[src/design/ppp_pkg.sv]
// Package for the parallel printer port: register map, reset values, carriers
package ppp_pkg;
    // ****************************************
    // Register map (printed offsets are not all multiples of four: byte address = 4 * index)
    // ****************************************
    localparam logic [11:0] PPP_IDX_DATA    = 12'h0378;
    localparam logic [11:0] PPP_IDX_STATUS  = 12'h0379;
    localparam logic [11:0] PPP_IDX_CONTROL = 12'h037a;
    localparam logic [11:0] PPP_IDX_IRQ_ST  = 12'h037b;
    localparam logic [11:0] PPP_IDX_IRQ_MSK = 12'h037c;
    localparam logic [13:0] PPP_ADDR_DATA    = {PPP_IDX_DATA, 2'b00};
    localparam logic [13:0] PPP_ADDR_STATUS  = {PPP_IDX_STATUS, 2'b00};
    localparam logic [13:0] PPP_ADDR_CONTROL = {PPP_IDX_CONTROL, 2'b00};
    localparam logic [13:0] PPP_ADDR_IRQ_ST  = {PPP_IDX_IRQ_ST, 2'b00};
    localparam logic [13:0] PPP_ADDR_IRQ_MSK = {PPP_IDX_IRQ_MSK, 2'b00};

    // ****************************************
    // Field positions
    // ****************************************
    localparam int PPP_CTL_STROBE = 0;
    localparam int PPP_CTL_AUTOLF = 1;
    localparam int PPP_CTL_INIT   = 2;
    localparam int PPP_CTL_SELECT = 3;
    localparam int PPP_CTL_IRQEN  = 4;
    localparam int PPP_CTL_OUTDIS = 5;
    localparam int PPP_CTL_USED   = 6;
    localparam int PPP_ST_ERROR   = 3;
    localparam int PPP_ST_ONLINE  = 4;
    localparam int PPP_ST_PAPER   = 5;
    localparam int PPP_ST_ACK     = 6;
    localparam int PPP_ST_BUSY    = 7;
    localparam int PPP_IRQ_ACK    = 0;

    // ****************************************
    // Reset values
    // ****************************************
    localparam logic [7:0] PPP_RST_DATA    = 8'h00;
    localparam logic [7:0] PPP_RST_CONTROL = 8'h0f;
    localparam logic [7:0] PPP_RST_IRQ     = 8'h00;
    localparam logic [2:0] PPP_RST_SYNC    = 3'b111;

    // Printer condition lines, as on the pins
    typedef struct packed {
        logic error_n;
        logic online_indication;
        logic paper_out_n;
        logic ack_n;
        logic busy;
    } ppp_status_t;

    // Host-driven control lines, as on the pins
    typedef struct packed {
        logic strobe_n;
        logic auto_line_feed_request_n;
        logic init_n;
        logic select_n;
    } ppp_ctrl_t;
endpackage : ppp_pkg

[src/design/ppp_port.sv]
// Parallel printer port with APB register access
`timescale 1ns/1ps
module ppp_port (
    input  wire logic              i_core_clk,
    input  wire logic              i_nrst,
    input  wire logic              i_psel,
    input  wire logic              i_penable,
    input  wire logic              i_pwrite,
    input  wire logic [15:0]       i_paddr,
    input  wire logic [31:0]       i_pwdata,
    input  wire logic [3:0]        i_pstrb,
    output logic                   o_pready,
    output logic [31:0]            o_prdata,
    output logic                   o_pslverr,
    input  wire ppp_pkg::ppp_status_t i_status,
    input  wire logic [7:0]        i_data_in,
    output ppp_pkg::ppp_ctrl_t     o_ctrl,
    output logic [7:0]             o_data_out,
    output logic [7:0]             o_data_oe,
    output logic                   o_irq
);
    // ****************************************
    // Pin synchronisers
    // ****************************************
    localparam int NS = 5;
    logic [NS-1:0] s1_r, s2_r, s3_r, st_r;
    logic [NS-1:0] s1_nxt, s2_nxt, s3_nxt, st_nxt;
    logic [7:0]    d1_r, d2_r, d3_r, d1_nxt, d2_nxt, d3_nxt;

    always_comb begin
        s1_nxt = i_status;
        s2_nxt = s1_r;
        s3_nxt = s2_r;
        d1_nxt = i_data_in;
        d2_nxt = d1_r;
        d3_nxt = d2_r;
    end

    // A change is accepted once the second and third stages agree
    genvar g;
    generate
        for (g = 0; g < NS; g++) begin : g_filt
            always_comb begin
                st_nxt[g] = (s2_r[g] == s3_r[g]) ? s3_r[g] : st_r[g];
            end
        end
    endgenerate

    always_ff @(posedge i_core_clk) begin
        if (!i_nrst) begin
            s1_r <= {NS{1'b1}};
            s2_r <= {NS{1'b1}};
            s3_r <= {NS{1'b1}};
            st_r <= {NS{1'b1}};
            d1_r <= 8'h00;
            d2_r <= 8'h00;
            d3_r <= 8'h00;
        end else begin
            s1_r <= s1_nxt;
            s2_r <= s2_nxt;
            s3_r <= s3_nxt;
            st_r <= st_nxt;
            d1_r <= d1_nxt;
            d2_r <= d2_nxt;
            d3_r <= d3_nxt;
        end
    end

    ppp_pkg::ppp_status_t stat;
    assign stat = st_r;

    // ****************************************
    // Registers and APB slave
    // ****************************************
    logic [7:0]  data_r, data_nxt;
    logic [5:0]  ctl_r, ctl_nxt;
    logic        irq_st_r, irq_st_nxt;
    logic        irq_msk_r, irq_msk_nxt;
    logic        ack_d_r, ack_d_nxt;
    logic [31:0] rdata_r, rdata_nxt;
    logic        err_r, err_nxt;
    logic        wr_acc, rd_acc, ack_fall, hit;
    logic [7:0]  status_byte;

    assign wr_acc   = i_psel && i_penable && i_pwrite;
    assign rd_acc   = i_psel && !i_penable && !i_pwrite;
    assign ack_fall = ack_d_r && !stat.ack_n;

    always_comb begin
        status_byte = 8'h00;
        status_byte[ppp_pkg::PPP_ST_ERROR]  = stat.error_n;
        status_byte[ppp_pkg::PPP_ST_ONLINE] = stat.online_indication;
        status_byte[ppp_pkg::PPP_ST_PAPER]  = stat.paper_out_n;
        status_byte[ppp_pkg::PPP_ST_ACK]    = stat.ack_n;
        status_byte[ppp_pkg::PPP_ST_BUSY]   = !stat.busy;
    end

    always_comb begin
        hit = (i_paddr[15:14] == 2'b00) &&
              ((i_paddr[13:0] == ppp_pkg::PPP_ADDR_DATA) ||
               (i_paddr[13:0] == ppp_pkg::PPP_ADDR_STATUS) ||
               (i_paddr[13:0] == ppp_pkg::PPP_ADDR_CONTROL) ||
               (i_paddr[13:0] == ppp_pkg::PPP_ADDR_IRQ_ST) ||
               (i_paddr[13:0] == ppp_pkg::PPP_ADDR_IRQ_MSK));
        data_nxt    = data_r;
        ctl_nxt     = ctl_r;
        irq_msk_nxt = irq_msk_r;
        irq_st_nxt  = irq_st_r;
        ack_d_nxt   = stat.ack_n;
        rdata_nxt   = rdata_r;
        err_nxt     = 1'b0;
        if (i_psel && !i_penable) begin
            err_nxt = !hit;
        end
        if (wr_acc && i_pstrb[0] && i_paddr[15:14] == 2'b00) begin
            case (i_paddr[13:0])
                ppp_pkg::PPP_ADDR_DATA:    data_nxt = i_pwdata[7:0];
                ppp_pkg::PPP_ADDR_CONTROL: ctl_nxt = i_pwdata[ppp_pkg::PPP_CTL_USED-1:0];
                ppp_pkg::PPP_ADDR_IRQ_MSK: irq_msk_nxt = i_pwdata[ppp_pkg::PPP_IRQ_ACK];
                ppp_pkg::PPP_ADDR_IRQ_ST:  if (i_pwdata[ppp_pkg::PPP_IRQ_ACK]) irq_st_nxt = 1'b0;
                default:                   data_nxt = data_r;
            endcase
        end
        // Set wins over a simultaneous write-one clear
        if (ack_fall && ctl_r[ppp_pkg::PPP_CTL_IRQEN]) begin
            irq_st_nxt = 1'b1;
        end
        if (rd_acc) begin
            case (i_paddr)
                {2'b00, ppp_pkg::PPP_ADDR_DATA}:    rdata_nxt = {24'h00_0000, data_r};
                {2'b00, ppp_pkg::PPP_ADDR_STATUS}:  rdata_nxt = {24'h00_0000, status_byte};
                {2'b00, ppp_pkg::PPP_ADDR_CONTROL}: rdata_nxt = {24'h00_0000, 2'b00, ctl_r};
                {2'b00, ppp_pkg::PPP_ADDR_IRQ_ST}:  rdata_nxt = {31'h0000_0000, irq_st_r};
                {2'b00, ppp_pkg::PPP_ADDR_IRQ_MSK}: rdata_nxt = {31'h0000_0000, irq_msk_r};
                default:                            rdata_nxt = 32'h0000_0000;
            endcase
        end
    end

    always_ff @(posedge i_core_clk) begin
        if (!i_nrst) begin
            data_r    <= ppp_pkg::PPP_RST_DATA;
            ctl_r     <= ppp_pkg::PPP_RST_CONTROL[5:0];
            irq_st_r  <= 1'b0;
            irq_msk_r <= 1'b0;
            ack_d_r   <= 1'b1;
            rdata_r   <= 32'h0000_0000;
            err_r     <= 1'b0;
        end else begin
            data_r    <= data_nxt;
            ctl_r     <= ctl_nxt;
            irq_st_r  <= irq_st_nxt;
            irq_msk_r <= irq_msk_nxt;
            ack_d_r   <= ack_d_nxt;
            rdata_r   <= rdata_nxt;
            err_r     <= err_nxt;
        end
    end

    // Zero-wait slave: data and error are captured in the setup cycle
    assign o_pready  = 1'b1;
    assign o_prdata  = rdata_r;
    assign o_pslverr = i_psel && i_penable && err_r;

    // ****************************************
    // Printer pins
    // ****************************************
    assign o_ctrl.strobe_n                 = ctl_r[ppp_pkg::PPP_CTL_STROBE];
    assign o_ctrl.auto_line_feed_request_n = ctl_r[ppp_pkg::PPP_CTL_AUTOLF];
    assign o_ctrl.init_n                   = ctl_r[ppp_pkg::PPP_CTL_INIT];
    assign o_ctrl.select_n                 = ctl_r[ppp_pkg::PPP_CTL_SELECT];
    assign o_data_out = data_r;
    assign o_data_oe  = {8{!ctl_r[ppp_pkg::PPP_CTL_OUTDIS]}};
    assign o_irq      = irq_st_r && irq_msk_r;

    // ****************************************
    // Checks
    // ****************************************
    chk_strobe_follows: assert property (@(posedge i_core_clk) disable iff (!i_nrst)
        wr_acc && i_pstrb[0] && i_paddr == {2'b00, ppp_pkg::PPP_ADDR_CONTROL}
        |=> o_ctrl.strobe_n == $past(i_pwdata[0])) else $error("strobe write lost");
    chk_ctl_unused: assert property (@(posedge i_core_clk) disable iff (!i_nrst)
        rd_acc && i_paddr == {2'b00, ppp_pkg::PPP_ADDR_CONTROL}
        |=> o_prdata[31:6] == 26'h000_0000) else $error("unused control bits read back");
    chk_irq_clear: assert property (@(posedge i_core_clk) disable iff (!i_nrst)
        wr_acc && i_pstrb[0] && i_paddr == {2'b00, ppp_pkg::PPP_ADDR_IRQ_ST}
        && i_pwdata[0] && !ack_fall |=> !irq_st_r) else $error("irq status not cleared");
    chk_ctl_write_lands: assert property (@(posedge i_core_clk) disable iff (!i_nrst)
        wr_acc && i_pstrb[0] && i_paddr == {2'b00, ppp_pkg::PPP_ADDR_CONTROL}
        |=> o_ctrl.auto_line_feed_request_n == $past(i_pwdata[1]) && o_ctrl.init_n == $past(i_pwdata[2]))
        else $error("control write lost");
    chk_select_write: assert property (@(posedge i_core_clk) disable iff (!i_nrst)
        wr_acc && i_pstrb[0] && i_paddr == {2'b00, ppp_pkg::PPP_ADDR_CONTROL}
        |=> o_ctrl.select_n == $past(i_pwdata[3])) else $error("select write lost");
    chk_irq_gated: assert property (@(posedge i_core_clk) disable iff (!i_nrst)
        !irq_st_r && !ctl_r[4] |=> !irq_st_r) else $error("irq set while disabled");
    chk_irq_on_ack: assert property (@(posedge i_core_clk) disable iff (!i_nrst)
        ack_fall && ctl_r[4] |=> irq_st_r) else $error("ack irq missed");
    chk_oe_gate: assert property (@(posedge i_core_clk) disable iff (!i_nrst)
        ctl_r[5] |-> o_data_oe == 8'h00) else $error("data driven while disabled");
    chk_data_write: assert property (@(posedge i_core_clk) disable iff (!i_nrst)
        wr_acc && i_pstrb[0] && i_paddr == {2'b00, ppp_pkg::PPP_ADDR_DATA}
        |=> o_data_out == $past(i_pwdata[7:0])) else $error("data write lost");
    chk_status_ro: assert property (@(posedge i_core_clk) disable iff (!i_nrst)
        wr_acc && i_paddr == {2'b00, ppp_pkg::PPP_ADDR_STATUS}
        |=> $stable(data_r) && $stable(ctl_r)) else $error("status write had effect");
    chk_status_read: assert property (@(posedge i_core_clk) disable iff (!i_nrst)
        rd_acc && i_paddr == {2'b00, ppp_pkg::PPP_ADDR_STATUS}
        |=> o_prdata[2:0] == 3'b000 && o_prdata[7] == !$past(stat.busy)
            && o_prdata[3] == $past(stat.error_n) && o_prdata[4] == $past(stat.online_indication)
            && o_prdata[5] == $past(stat.paper_out_n) && o_prdata[6] == $past(stat.ack_n))
        else $error("status read wrong");
endmodule // ppp_port

[config.mk]
export PLATFORM = sky130hd
export DESIGN_NAME = ppp_port
export DESIGN_NICKNAME = d
export VERILOG_FILES = /design/src/design/ppp_pkg.sv /design/src/design/ppp_port.sv
export SDC_FILE = /design/constraint.sdc
export NUM_CORES = 1
export LEC_CHECK = 0
export BUFFER_PORTS_ARGS = -buffer_cell sky130_fd_sc_hd__buf_2
export CORE_MARGIN = 2
export CORE_UTILIZATION = 30
export CTS_CLUSTER_SIZE = 20
export DETAILED_ROUTE_END_ITERATION = 10
export PLACE_DENSITY_LB_ADDON = 0.05
export SYNTH_ARGS = -nofsm -noshare
export SYNTH_HDL_FRONTEND = slang
export SYNTH_SLANG_ARGS = --single-unit
export TNS_END_PERCENT = 5
[constraint.sdc]
create_clock -name i_core_clk -period 2.9 [get_ports i_core_clk]
set_input_delay 0.435 -clock i_core_clk [delete_from_list [all_inputs] [get_ports i_core_clk]]
set_output_delay 0.435 -clock i_core_clk [all_outputs]
set_load 0.05 [all_outputs]
# After elaboration in Yosys (flattened, before gate mapping)
# Index checks and enable logic that the tools add are counted.
[classes] n_eq_ne=15 muxes=5 reduce_logical=30
[ops] cell="$eq 16x12->1 const B" n=5
[ops] cell="$eq 14x12->1 const B" n=5
[ops] cell="$pmux 8 s5" n=1
[ops] cell="$logic_and 1x1->1" n=11
[ops] cell="$reduce_and 2->1" n=4
[ops] cell="$logic_not 1->1" n=6
[ops] cell="$reduce_bool 2->1" n=3
[ops] cell="$eq 1x1->1" n=5
[ops] cell="$logic_or 1x1->1" n=4
[ops] cell="$mux 1" n=4
[ops] cell="$reduce_and 3->1" n=1
[ops] cell="$logic_not 2->1" n=1
[word_totals] ff_bits=70

# Logic depth before layout (Yosys ltp)
# Gate-level depths: netlist of the first run.
[depth] word_depth=7 depth_mapped=5 depth_no_buf=4

# Worst setup path after synthesis of the first run
# Ideal clock, no wire load.
[synth_timing] path_type="input-to-reg" startpoint="in i_paddr[1]" endpoint="reg irq_msk_r" setup_slack_ps=1148 n_path_buf=0 stages=4 required_ps=2830 setup_time_ps=70 t_arrival_ps=1682 cell_sequence="or2_4 -> or3_4 -> or4_1 -> a21oi_1"
[synth_via] elab_chain_cells=2
[synth_lines] element="start, declared" line="ppp_port.sv:9" text="input wire logic [15:0] i_paddr,"
[synth_lines] element="$eq 14x12->1" line="ppp_port.sv:116" text="case (i_paddr[13:0])"
[synth_lines] element="$reduce_and 2->1 (no line)"
[synth_lines] element="end signal, assigned" line="ppp_port.sv:153" text="irq_msk_r <= irq_msk_nxt;"
[synth_lines] element="end, declared" line="ppp_port.sv:78" text="logic irq_msk_r, irq_msk_nxt;"
# No other way between the ends.
# A chain may end at the register's enable or synchronous reset.

# Worst setup path in the final report of the first run
[layout_timing] startpoint="in i_paddr[3]" endpoint="reg data_r[6] (netlist: o_data_out[6])"
[layout_via] elab_chain_cells=2
[layout_lines] element="$eq 14x12->1" line="ppp_port.sv:116"
[layout_lines] element="$reduce_and 2->1 (no line)"
[layout_lines] element="end signal, assigned" line="ppp_port.sv:142" text="data_r <= ppp_pkg::PPP_RST_DATA;"
[layout_lines] element="end signal, assigned" line="ppp_port.sv:150" text="data_r <= data_nxt;"
[layout_lines] element="end, declared" line="ppp_port.sv:75" text="logic [7:0] data_r, data_nxt;"
# No other way between the ends.

==> summary.md, run 1 <==
| Metric | Value |
|---|---|
| Tmin final | 1.80 ns |
| CP endpoint | o_data_out[6]$_SDFFE_PN0P_ |
| Last weighted congestion value of the routability-driven placer | 0.741 |
| Peak fanout along the critical path | 13 |
| Via count of the first global-routing pass | 1571 |
| Number of routed nets with antenna violations | 0 |
| RSZ-0062 raised after global routing | false |
| Reg2reg path depth | 4 |
| Routed vias | 1810 |
| Ratio of cells with drive above 1 in the final layout | 26.8% |
| Worst slew margin relative to its limit | 52.9% |
| Worst setup slack after placement | 0.764 ns |
| Cell types with the largest area share after synthesis | dfxtp_1 44%, buf_4 13%, o21ai_0 5.2% |
| Wire length of the first global-routing pass | 8260 um |
| Total routed wirelength | 5210 um |
| Hold buffer count at CTS | 0 |
| Number of buffer and inverter stages on the critical path | 1 |
| Number of unique standard cell types used by synthesis | 32 |
| Average cell area after synthesis | 8.71 um^2 |
| Startpoint of the lowest-slack register-to-register path | irq_st_r$_SDFFE_PN0P_ |
| Total Routing Usage GR | 14.0% |
| Max-capacitance violation count | 0 |
| Setup violators final | 0 |
| N_diodes | 0 |
| I/O pin cnt | 125 |
| Setup skew after layout | 0.00535 ns |
| Synth area leader | dfxtp_1 |
| Beginning of the worst hold path | i_status[4] |
| Endpoint kind of the worst setup timing path | flip-flop |
| Pin count of the biggest net entering global routing | 25 |
| Final HPWL DP | 3790 um |
| Drt pass-1 iters | 4 |
| DRC viols | 0 |
| Final hold violations | 0 |
| Aggregate global routing overflow | 0 |
| Row count | 30 |
| Synthesized instance count | 242 |
| TritonCTS buffer count | 5 |
| Number of setup buffers added after CTS | 0 |
| Sort of element at the start of the critical path | primary input |
| Number of storage elements in the synthesis netlist | 46 |
| CTS tree | done |
| P_leak | 1.01 nW |
| Worst-case setup margin in the final layout | 1.10 ns |
| Number of resized instances in the post-cts repair step | 0 |
| Number of pins exceeding their max-slew limit in the final report | 0 |
| Stages on worst setup path | 5 |
| Port Buffers | 64 |
| Largest vdd supply drop | 0.227 mV |
| Reg-to-reg slack, setup | 1.66 ns |
| Layout Area Growth over Synthesis | 16.9% |
| Post-synth EDFFs | 0 |
| Power density cells | 515 mW/mm^2 |
| Clock root buffer | clkbuf_8 |
| YS warnings | 0 |
| Total negative slack for setup checks | 0 ns |
| Number of levels the H-tree was split into | 2 |
| Post-route fraction of the period consumed by the critical path | 62.0% |
| Die Outline Area | 0.00771 mm^2 |
| Clk buf depth | 2 |
| Cell area after technology mapping | 0.00211 mm^2 |
| Transition at the pin with the smallest max-transition slack | 0.705 ns |
| Proportion of netlist area held by the largest area contributor | 43.7% |
| Family with the most delay on the worst path | simple AND/OR/NAND/NOR gates |
| Clock net sink count | 46 |
| Clock input transition at the sequential cells of the worst setup and hold paths | 0.08 ns |
| Portion of the post-synthesis area used by sequential elements | 43.7% |
| Vias per std cell | 4.63 |
| FMAX | 556 MHz |
| Width of the die | 87.8 um |
| Top flip-flop cell by instance count after synthesis | dfxtp_1 |
| Worst reg2reg endpoint | o_prdata[0]$_SDFFE_PN0P_ |
| Endpoint required time on the critical path | 3.07 ns |
| Antenna violations before repair | 0 |
| Initial cell density of the core | 31.0% |
| Critical path type | in2reg |
| Worst path slowest cell | nand4b_1 |
| Crit path from | i_paddr[3] |
| Source-to-sink clock delay at the later pin of the worst-skew pair | 0.30 ns |
| Core ar. | 0.00679 mm^2 |
| Signal arrival time at the worst endpoint | 1.96 ns |
| Cell chain of the critical path | buf_2, nor2_1, nand4b_1, o21ai_0, a21oi_1 |
| Routed length per placed instance | 13.3 um |
| Worst hold-check slack | 0.316 ns |
| Run status | finished clean |
| Cell types with the highest counts after synthesis | 46 x dfxtp_1, 36 x buf_4, 22 x o21ai_0 |
| Share of synthesized flip-flops with an asynchronous set or reset | 0% |
| Die outline height | 87.8 um |
| Initial drt markers | 100 |
| Total number of nets in the final design | 364 |
| Crit path largest cell delay | 0.45 ns |
| Most numerous cell in the Yosys netlist | dfxtp_1 |
| Class of the worst hold path | in2reg |
==> flip-flops by register name, summed over array words and instances, names as in the netlist, 5 cells and up <==
name	flops
o_data_out	8
o_prdata	8
ctl_r	6
s1_r	5
s2_r	5
s3_r	5
st_r	5
==> worst min path at each step <==
stage / endpoint / cells after the start
after CTS: s1_r[1]$_SDFF_PN1_ / 2
after floorplan: s2_r[0]$_SDFF_PN1_ / 1
final: s1_r[4]$_SDFF_PN1_ / 2
after detailed placement: s2_r[1]$_SDFF_PN1_ / 1
after global routing: s1_r[1]$_SDFF_PN1_ / 2
after global placement: s2_r[3]$_SDFF_PN1_ / 1
==> cells in the final DEF (no fill, tap or decap), drive strengths merged <==
| cell type | synthesis | final |
|---|---|---|
| nand3b | 1 | 1 |
| nor2b | 1 | 1 |
| nor2 | 14 | 14 |
| a41o | 1 | 1 |
| inv | 3 | 3 |
| or4 | 3 | 3 |
| o21ai | 22 | 22 |
| and3 | 1 | 1 |
| nand2b | 17 | 17 |
| nor3b | 1 | 1 |
| and4 | 1 | 1 |
| or3 | 2 | 2 |
| and2 | 1 | 1 |
| nor3 | 2 | 2 |
| bufinv | 0 | 1 |
| a22oi | 1 | 1 |
| clkbuf | 8 | 7 |
| dfxtp | 46 | 46 |
| buf | 39 | 69 |
| o31ai | 9 | 9 |
| or2 | 1 | 1 |
| conb | 2 | 25 |
| nor4 | 1 | 1 |
| mux2 | 1 | 1 |
| nand3 | 6 | 6 |
| nand4 | 16 | 16 |
| mux2i | 6 | 6 |
| a21oi | 21 | 21 |
| nand2 | 12 | 12 |
| nand4b | 3 | 3 |
==> power breakdown <==
part	internal [W]	switching, W
Sequential	0.000640	0.00000311
Combinational	0.0000356	0.000119
Clock	0.000258	0.000214
==> per-stage QoR <==
| step | instance area (um^2) | total power [W] | util (%) | cells |
|---|---|---|---|---|
| after floorplan | 2190 | 0.000795 | - | 265 |
| after global placement | 2360 | 0.000812 | 34.7 | 383 |
| after detailed placement | 2360 | 0.000813 | 34.7 | 383 |
| after CTS | 2460 | 0.00129 | 36.3 | 391 |
| after global routing | 2460 | 0.00133 | 36.3 | 391 |
| final | 2460 | 0.00127 | 36.3 | 391 |
==> worst register-to-register path, delay by kind of cell (launching register included) <==
family	cells	cell delay, ns
flip-flops	1	0.34
multiplexers	1	0.27
AO/OA/AOI/OAI	3	0.53
==> area by class of cell <==
type                       count  area, um^2
clock inverter                 1        30.0
multi-input combinational    169         948
inverter                       3        11.3
clock buffer                   7        76.3
fill                         722        4330
timing repair buffer          69         358
sequential                    46         921
tap                           96         120
==> layer usage <==
layer  GRT usage [%]  part of all wire (%)  up-vias
met1            20.0                    48      819
met5               0                     0        -
li1                -                     -      899
met2            21.1                    44       81
met4            4.20                   1.1        0
met3            3.11                   7.1       11
==> kinds of logic (layout without fill, tap and decap cells) <==
logic type,after synthesis,after routing,synth area share [%]
buf+inv,50,80,15.4
simple gates,83,83,22.9
mux,7,7,3.38
compound gates,54,54,14.2
other cells,2,25,0.356
flops,46,46,43.7
Note: power is estimated with default switching activity, not from simulation.
==> run 2, diff against run 1 <==
==> constraint.sdc (replaced) <==
create_clock -name i_core_clk -period 1.58 [get_ports i_core_clk]
set_input_delay 0.237 -clock i_core_clk [delete_from_list [all_inputs] [get_ports i_core_clk]]
set_output_delay 0.237 -clock i_core_clk [all_outputs]
set_load 0.05 [all_outputs]
==> summary.md, run 2 (same netlist as run 1, synthesis figures left out) <==
| Metric | Value |
|---|---|
| Run status | finished clean (unchanged) |
| Area taken by multi-input logic gates | 948 um^2 (unchanged) |
| Vias per std cell | 4.39 (was 4.63) |
| Endpoint kind of the worst setup timing path | flip-flop (unchanged) |
| Hold buffer count at CTS | 0 (unchanged) |
| Total net switching power | 0.000629 W (was 0.000336 W) |
| Routed vias | 1794 (was 1810) |
| End-of-flow core utilization | 38.1% (was 36.3%) |
| FF/Latch Area | 921 um^2 (unchanged) |
| Worst slew margin relative to its limit | 59.3% (was 52.9%) |
| Final hold violations | 0 (unchanged) |
| Final HPWL DP | 3780 um (was 3790 um) |
| Pin count of the biggest net entering global routing | 22 (was 25) |
| Row count | 30 (unchanged) |
| Via count of the first global-routing pass | 1575 (was 1571) |
| Initial cell density of the core | 31.0% (unchanged) |
| Total routed wirelength | 5090 um (was 5210 um) |
| Clk buf depth | 2 (unchanged) |
| Setup skew after layout | 0.00466 ns (was 0.00535 ns) |
| Antenna violations before repair | 0 (unchanged) |
| N_diodes | 0 (unchanged) |
| Transition at the pin with the smallest max-transition slack | 0.609 ns (was 0.705 ns) |
| Clock network power share | 33.7% (was 37.2%) |
| Ratio of cells with drive above 1 in the final layout | 31.6% (was 26.8%) |
| Endpoint required time on the critical path | 1.76 ns (was 3.07 ns) |
| Number of routed nets with antenna violations | 0 (unchanged) |
| Instance area after placement | 0.00249 mm^2 (was 0.00236 mm^2) |
| Critical path type | in2reg (unchanged) |
| DRC viols | 0 (unchanged) |
| Number of setup buffers added after CTS | 0 (unchanged) |
| Core ar. | 0.00679 mm^2 (unchanged) |
| CTS tree | done (unchanged) |
| P_leak | 1.09 nW (was 1.01 nW) |
| Total number of nets in the final design | 382 (was 364) |
| Last weighted congestion value of the routability-driven placer | 0.745 (was 0.741) |
| Layout Area Growth over Synthesis | 22.8% (was 16.9%) |
| Clock root buffer | clkbuf_8 (unchanged) |
| Total Routing Usage GR | 13.4% (was 14.0%) |
| Net switching share of the total power | 28.1% (was 26.5%) |
| Number of levels the H-tree was split into | 2 (unchanged) |
| Setup violators final | 0 (unchanged) |
| Sort of element at the start of the critical path | primary input (unchanged) |
| Die Outline Area | 0.00771 mm^2 (unchanged) |
| Most common cell after layout, fill and taps aside | buf_2 (unchanged) |
| Non-Filler Cell Area, Final | 0.00259 mm^2 (was 0.00246 mm^2) |
| Power density cells | 865 mW/mm^2 (was 515 mW/mm^2) |
| Number of pins exceeding their max-slew limit in the final report | 0 (unchanged) |
| Post-route fraction of the period consumed by the critical path | 86.7% |
| Source-to-sink clock delay at the later pin of the worst-skew pair | 0.29 ns (was 0.30 ns) |
| I/O pin cnt | 125 (unchanged) |
| Port Buffers | 64 (unchanged) |
| Max-capacitance violation count | 0 (unchanged) |
| Worst hold-check slack | 0.115 ns (was 0.316 ns) |
| FMAX | 730 MHz |
| Total negative slack for setup checks | 0 ns (unchanged) |
| Drt pass-1 iters | 4 (unchanged) |
| Initial drt markers | 81 (was 100) |
| Peak fanout along the critical path | 4 (was 13) |
| Clock net sink count | 46 (unchanged) |
| Signal arrival time at the worst endpoint | 1.55 ns (was 1.96 ns) |
| Tmin final | 1.37 ns |
| Class of the worst hold path | in2reg (unchanged) |
| Combinational fraction of design power | 13.5% (was 12.2%) |
| Wire length of the first global-routing pass | 7870 um (was 8260 um) |
| Filler cell count in the final layout | 714 (was 722) |
| Routed length per placed instance | 12.4 um (was 13.3 um) |
| Final non-filler cell total | 409 (was 391) |
| Instance count after placement with tap cells included | 401 (was 383) |
| Die outline height | 87.8 um (unchanged) |
| Internal power | 0.00161 W (was 0.000934 W) |
| Seq pwr share | 52.7% (was 50.6%) |
| Width of the die | 87.8 um (unchanged) |
| RSZ-0062 raised after global routing | false (unchanged) |
| Clock input transition at the sequential cells of the worst setup and hold paths | 0.09 ns (was 0.08 ns) |
| TritonCTS buffer count | 5 (unchanged) |
| Largest vdd supply drop | 0.443 mV (was 0.227 mV) |
| Commonest cells after routing, fill and taps aside | 64 x buf_2, 46 x dfxtp_1, 25 x conb_1, 23 x buf_4, 22 x o21ai_0 (was 64 x buf_2, 46 x dfxtp_1, 25 x conb_1, 22 x o21ai_0, 21 x a21oi_1) |
| Number of resized instances in the post-cts repair step | 0 (unchanged) |
| Aggregate global routing overflow | 0 (unchanged) |
## run 2: cell types whose count changed in the layout (fill, tap and decap cells not counted)
cell,delta
buf_4,+18
clkbuf_1,-2
clkinvlp_4,+1
bufinv_16,-1
clkbuf_8,+1
clkinv_2,+1
## run 2: final cells by class
cell class | count | area share [%]
well taps | 96 | 4.64
clock inverters | 2 | 0.483
flip-flops and latches | 46 | 35.6
clock buffers | 6 | 3.19
inverters | 3 | 0.435
multi-input cells | 169 | 36.6
repair buffers | 87 | 19.0
## run 2: power by group through the flow
stage | Sequential [W] | Combinational (W) | Clock [W]
after detailed placement | 0.00121 | 0.000303 | 0
after floorplan | 0.00121 | 0.000253 | 0
after global placement | 0.00121 | 0.000303 | 0
after CTS | 0.00118 | 0.000304 | 0.000793
final | 0.00118 | 0.000303 | 0.000756
after global routing | 0.00118 | 0.000325 | 0.000833
## run 2: final timing paths
check,cells after the start,slack (ns),to,from
worst max register to register,4,0.37,o_prdata[0]$_SDFFE_PN0P_,ctl_r[0]$_SDFFE_PN1P_
worst min-delay path,2,0.12,s1_r[0]$_SDFF_PN1_,i_status[0]
worst max-delay path,5,0.21,ctl_r[1]$_SDFFE_PN1P_,i_paddr[1]
worst min register to register,1,0.41,s2_r[3]$_SDFF_PN1_,s1_r[3]$_SDFF_PN1_
## run 2: worst max-delay path: stages
cell and delay (ns):
buf_2 0.09, or2_4 0.24, or4_1 0.61, o31ai_1 0.26, nand3_1 0.10
## run 2: stage by stage
stage	total power, W	worst slack [ns]
3_5_place_dp	0.00151	-0.104
3_3_place_gp	0.00151	-0.106
5_1_grt	0.00234	0.121
6_report	0.00224	0.210
4_1_cts	0.00228	0.218
2_1_floorplan	0.00146	0.0255
## run 2: routing by layer
metal  up-vias  GRT usage [%]  part of all wire, %
li1        930              -                    -
met1       801           18.9                   50
met2        59           20.3                   43
met3         4           3.96                  5.8
met4         0           2.94                 0.79
met5         -              0                    0
==> run 3, diff against run 2 <==
--- a/config.mk
+++ b/config.mk
@@ -7,7 +7,7 @@
 export LEC_CHECK = 0
 export BUFFER_PORTS_ARGS = -buffer_cell sky130_fd_sc_hd__buf_2
 export CORE_MARGIN = 2
-export CORE_UTILIZATION = 30
+export CORE_UTILIZATION = 39
 export CTS_CLUSTER_SIZE = 20
 export DETAILED_ROUTE_END_ITERATION = 10
 export PLACE_DENSITY_LB_ADDON = 0.05
==> summary.md, run 3 (same netlist as run 1, synthesis figures left out) <==
| Metric | Value |
|---|---|
| Worst-case setup margin in the final layout | 0.177 ns (was 0.210 ns) |
| Most common cell after layout, fill and taps aside | buf_2 (unchanged) |
| Row count | 26 (was 30) |
| Vias per std cell | 4.67 (was 4.39) |
| Port Buffers | 64 (unchanged) |
| Die Outline Area | 0.00601 mm^2 (was 0.00771 mm^2) |
| Source-to-sink clock delay at the later pin of the worst-skew pair | 0.29 ns (about the same) |
| Clock input transition at the sequential cells of the worst setup and hold paths | 0.08 ns (was 0.09 ns) |
| Final hold violations | 0 (unchanged) |
| Worst slew margin relative to its limit | 64.3% (was 59.3%) |
| CTS tree | done (unchanged) |
| Die outline height | 77.5 um (was 87.8 um) |
| Total power consumption of the routed design | 0.00218 W (was 0.00224 W) |
| RSZ-0062 raised after global routing | false (unchanged) |
| Worst setup slack after placement | -0.111 ns (was -0.104 ns) |
| Number of setup buffers added after CTS | 0 (unchanged) |
| Pin count of the biggest net entering global routing | 24 (was 22) |
| Routed vias | 1778 (was 1794) |
| Setup violators final | 0 (unchanged) |
| N_diodes | 0 (unchanged) |
| Non-Filler Cell Area, Final | 0.00253 mm^2 (was 0.00259 mm^2) |
| Final HPWL DP | 3590 um (was 3780 um) |
| Clock net sink count | 46 (unchanged) |
| Total routed wirelength | 4690 um (was 5090 um) |
| Tmin final | 1.40 ns (was 1.37 ns) |
| Class of the worst hold path | in2reg (unchanged) |
| Layout Area Growth over Synthesis | 20.1% (was 22.8%) |
| Largest vdd supply drop | 0.444 mV (was 0.443 mV) |
| Clk buf depth | 2 (unchanged) |
| Total Routing Usage GR | 15.8% (was 13.4%) |
| Endpoint required time on the critical path | 1.77 ns (was 1.76 ns) |
| Drt pass-1 iters | 4 (unchanged) |
| Commonest cells after routing, fill and taps aside | 64 x buf_2, 46 x dfxtp_1, 25 x conb_1, 22 x o21ai_0 (was 64 x buf_2, 46 x dfxtp_1, 25 x conb_1, 23 x buf_4, 22 x o21ai_0) |
| Setup skew after layout | 0.00316 ns (was 0.00466 ns) |
| Power density cells | 861 mW/mm^2 (was 865 mW/mm^2) |
| Wire length of the first global-routing pass | 7470 um (was 7870 um) |
| Signal arrival time at the worst endpoint | 1.59 ns (was 1.55 ns) |
| Initial cell density of the core | 40.8% (was 31.0%) |
| I/O pin cnt | 125 (unchanged) |
| TritonCTS buffer count | 5 (unchanged) |
| Ratio of cells with drive above 1 in the final layout | 30.9% (was 31.6%) |
| Run status | finished clean (unchanged) |
| Sort of element at the start of the critical path | primary input (unchanged) |
| Worst hold-check slack | 0.116 ns (was 0.115 ns) |
| Post-route fraction of the period consumed by the critical path | 88.8% (was 86.7%) |
| Crit path from | i_paddr[13] (was i_paddr[1]) |
| Number of resized instances in the post-cts repair step | 0 (unchanged) |
| Critical path type | in2reg (unchanged) |
| Hold buffer count at CTS | 0 (unchanged) |
| Core ar. | 0.00517 mm^2 (was 0.00679 mm^2) |
| Via count of the first global-routing pass | 1552 (was 1575) |
| Number of pins exceeding their max-slew limit in the final report | 0 (unchanged) |
| Startpoint of the lowest-slack register-to-register path | ctl_r[0]$_SDFFE_PN1P_ (unchanged) |
| FMAX | 713 MHz (was 730 MHz) |
| Number of routed nets with antenna violations | 0 (unchanged) |
| Clock root buffer | clkbuf_8 (unchanged) |
| Max-capacitance violation count | 0 (unchanged) |
| Last weighted congestion value of the routability-driven placer | 0.760 (was 0.745) |
| Beginning of the worst hold path | i_status[3] (was i_status[0]) |
| Routed length per placed instance | 12.3 um (was 12.4 um) |
| Peak fanout along the critical path | 3 (was 4) |
| P_leak | 1.08 nW (was 1.09 nW) |
| Number of levels the H-tree was split into | 2 (unchanged) |
| Transition at the pin with the smallest max-transition slack | 0.533 ns (was 0.609 ns) |
| Initial drt markers | 98 (was 81) |
| Total number of nets in the final design | 380 (was 382) |
| DRC viols | 0 (unchanged) |
| Width of the die | 77.5 um (was 87.8 um) |
| Aggregate global routing overflow | 0 (unchanged) |
| Endpoint kind of the worst setup timing path | flip-flop (unchanged) |
| Instance area after placement | 0.00245 mm^2 (was 0.00249 mm^2) |
| Antenna violations before repair | 0 (unchanged) |
==> run 3: cell count changes in the layout (fill, tap and decap cells not counted), sizes merged <==
cell	delta
clkinv	+1
clkinvlp	-1
buf	-2
==> run 3: layer usage <==
metal | vias up | share of wire, % | track usage, %
met5 | - | 0 | 0
met3 | 5 | 6.3 | 3.72
met1 | 783 | 49 | 22.1
li1 | 923 | - | -
met2 | 67 | 44 | 24.3
met4 | 0 | 0.98 | 4.29
==> run 3: metrics by stage <==
step | utilization (%) | instances | setup TNS (ns)
after CTS | 49.0 | 381 | 0
after detailed placement | 47.3 | 373 | -0.717
after global routing | 49.0 | 381 | 0
after global placement | 47.3 | 373 | -0.633
after floorplan | - | 265 | 0
final | 49.0 | 381 | 0
==> run 3: final timing paths <==
| check | slack [ns] | cells past startpoint | endpoint |
|---|---|---|---|
| hold reg to reg | 0.41 | 1 | s2_r[2]$_SDFF_PN1_ |
| setup / recovery | 0.18 | 5 | ctl_r[4]$_SDFFE_PN0P_ |
| hold / removal | 0.12 | 2 | s1_r[3]$_SDFF_PN1_ |
| setup reg to reg | 0.38 | 4 | o_prdata[0]$_SDFFE_PN0P_ |
==> run 3: worst max-delay path, cell delays in order <==
cell,delay (ns)
buf_2,0.10
or3_1,0.41
or4_1,0.58
o21ai_0,0.18
a21oi_1,0.08
==> run 3: power by group <==
part	leakage (nW)	switching, W	internal, W
Combinational	0.661	0.000218	0.0000817
Sequential	0.374	0.00000576	0.00117
Clock	0.0452	0.000389	0.000312
==> run 3: cell type report <==
type                            instances  area [um^2]
Clock buffer                            6         72.6
Clock inverter                          2         13.8
Sequential cell                        46          921
Tap cell                               70         87.6
Multi-Input combinational cell        169          948
Fill cell                             530         2640
Timing Repair Buffer                   85          478
Inverter                                3         11.3
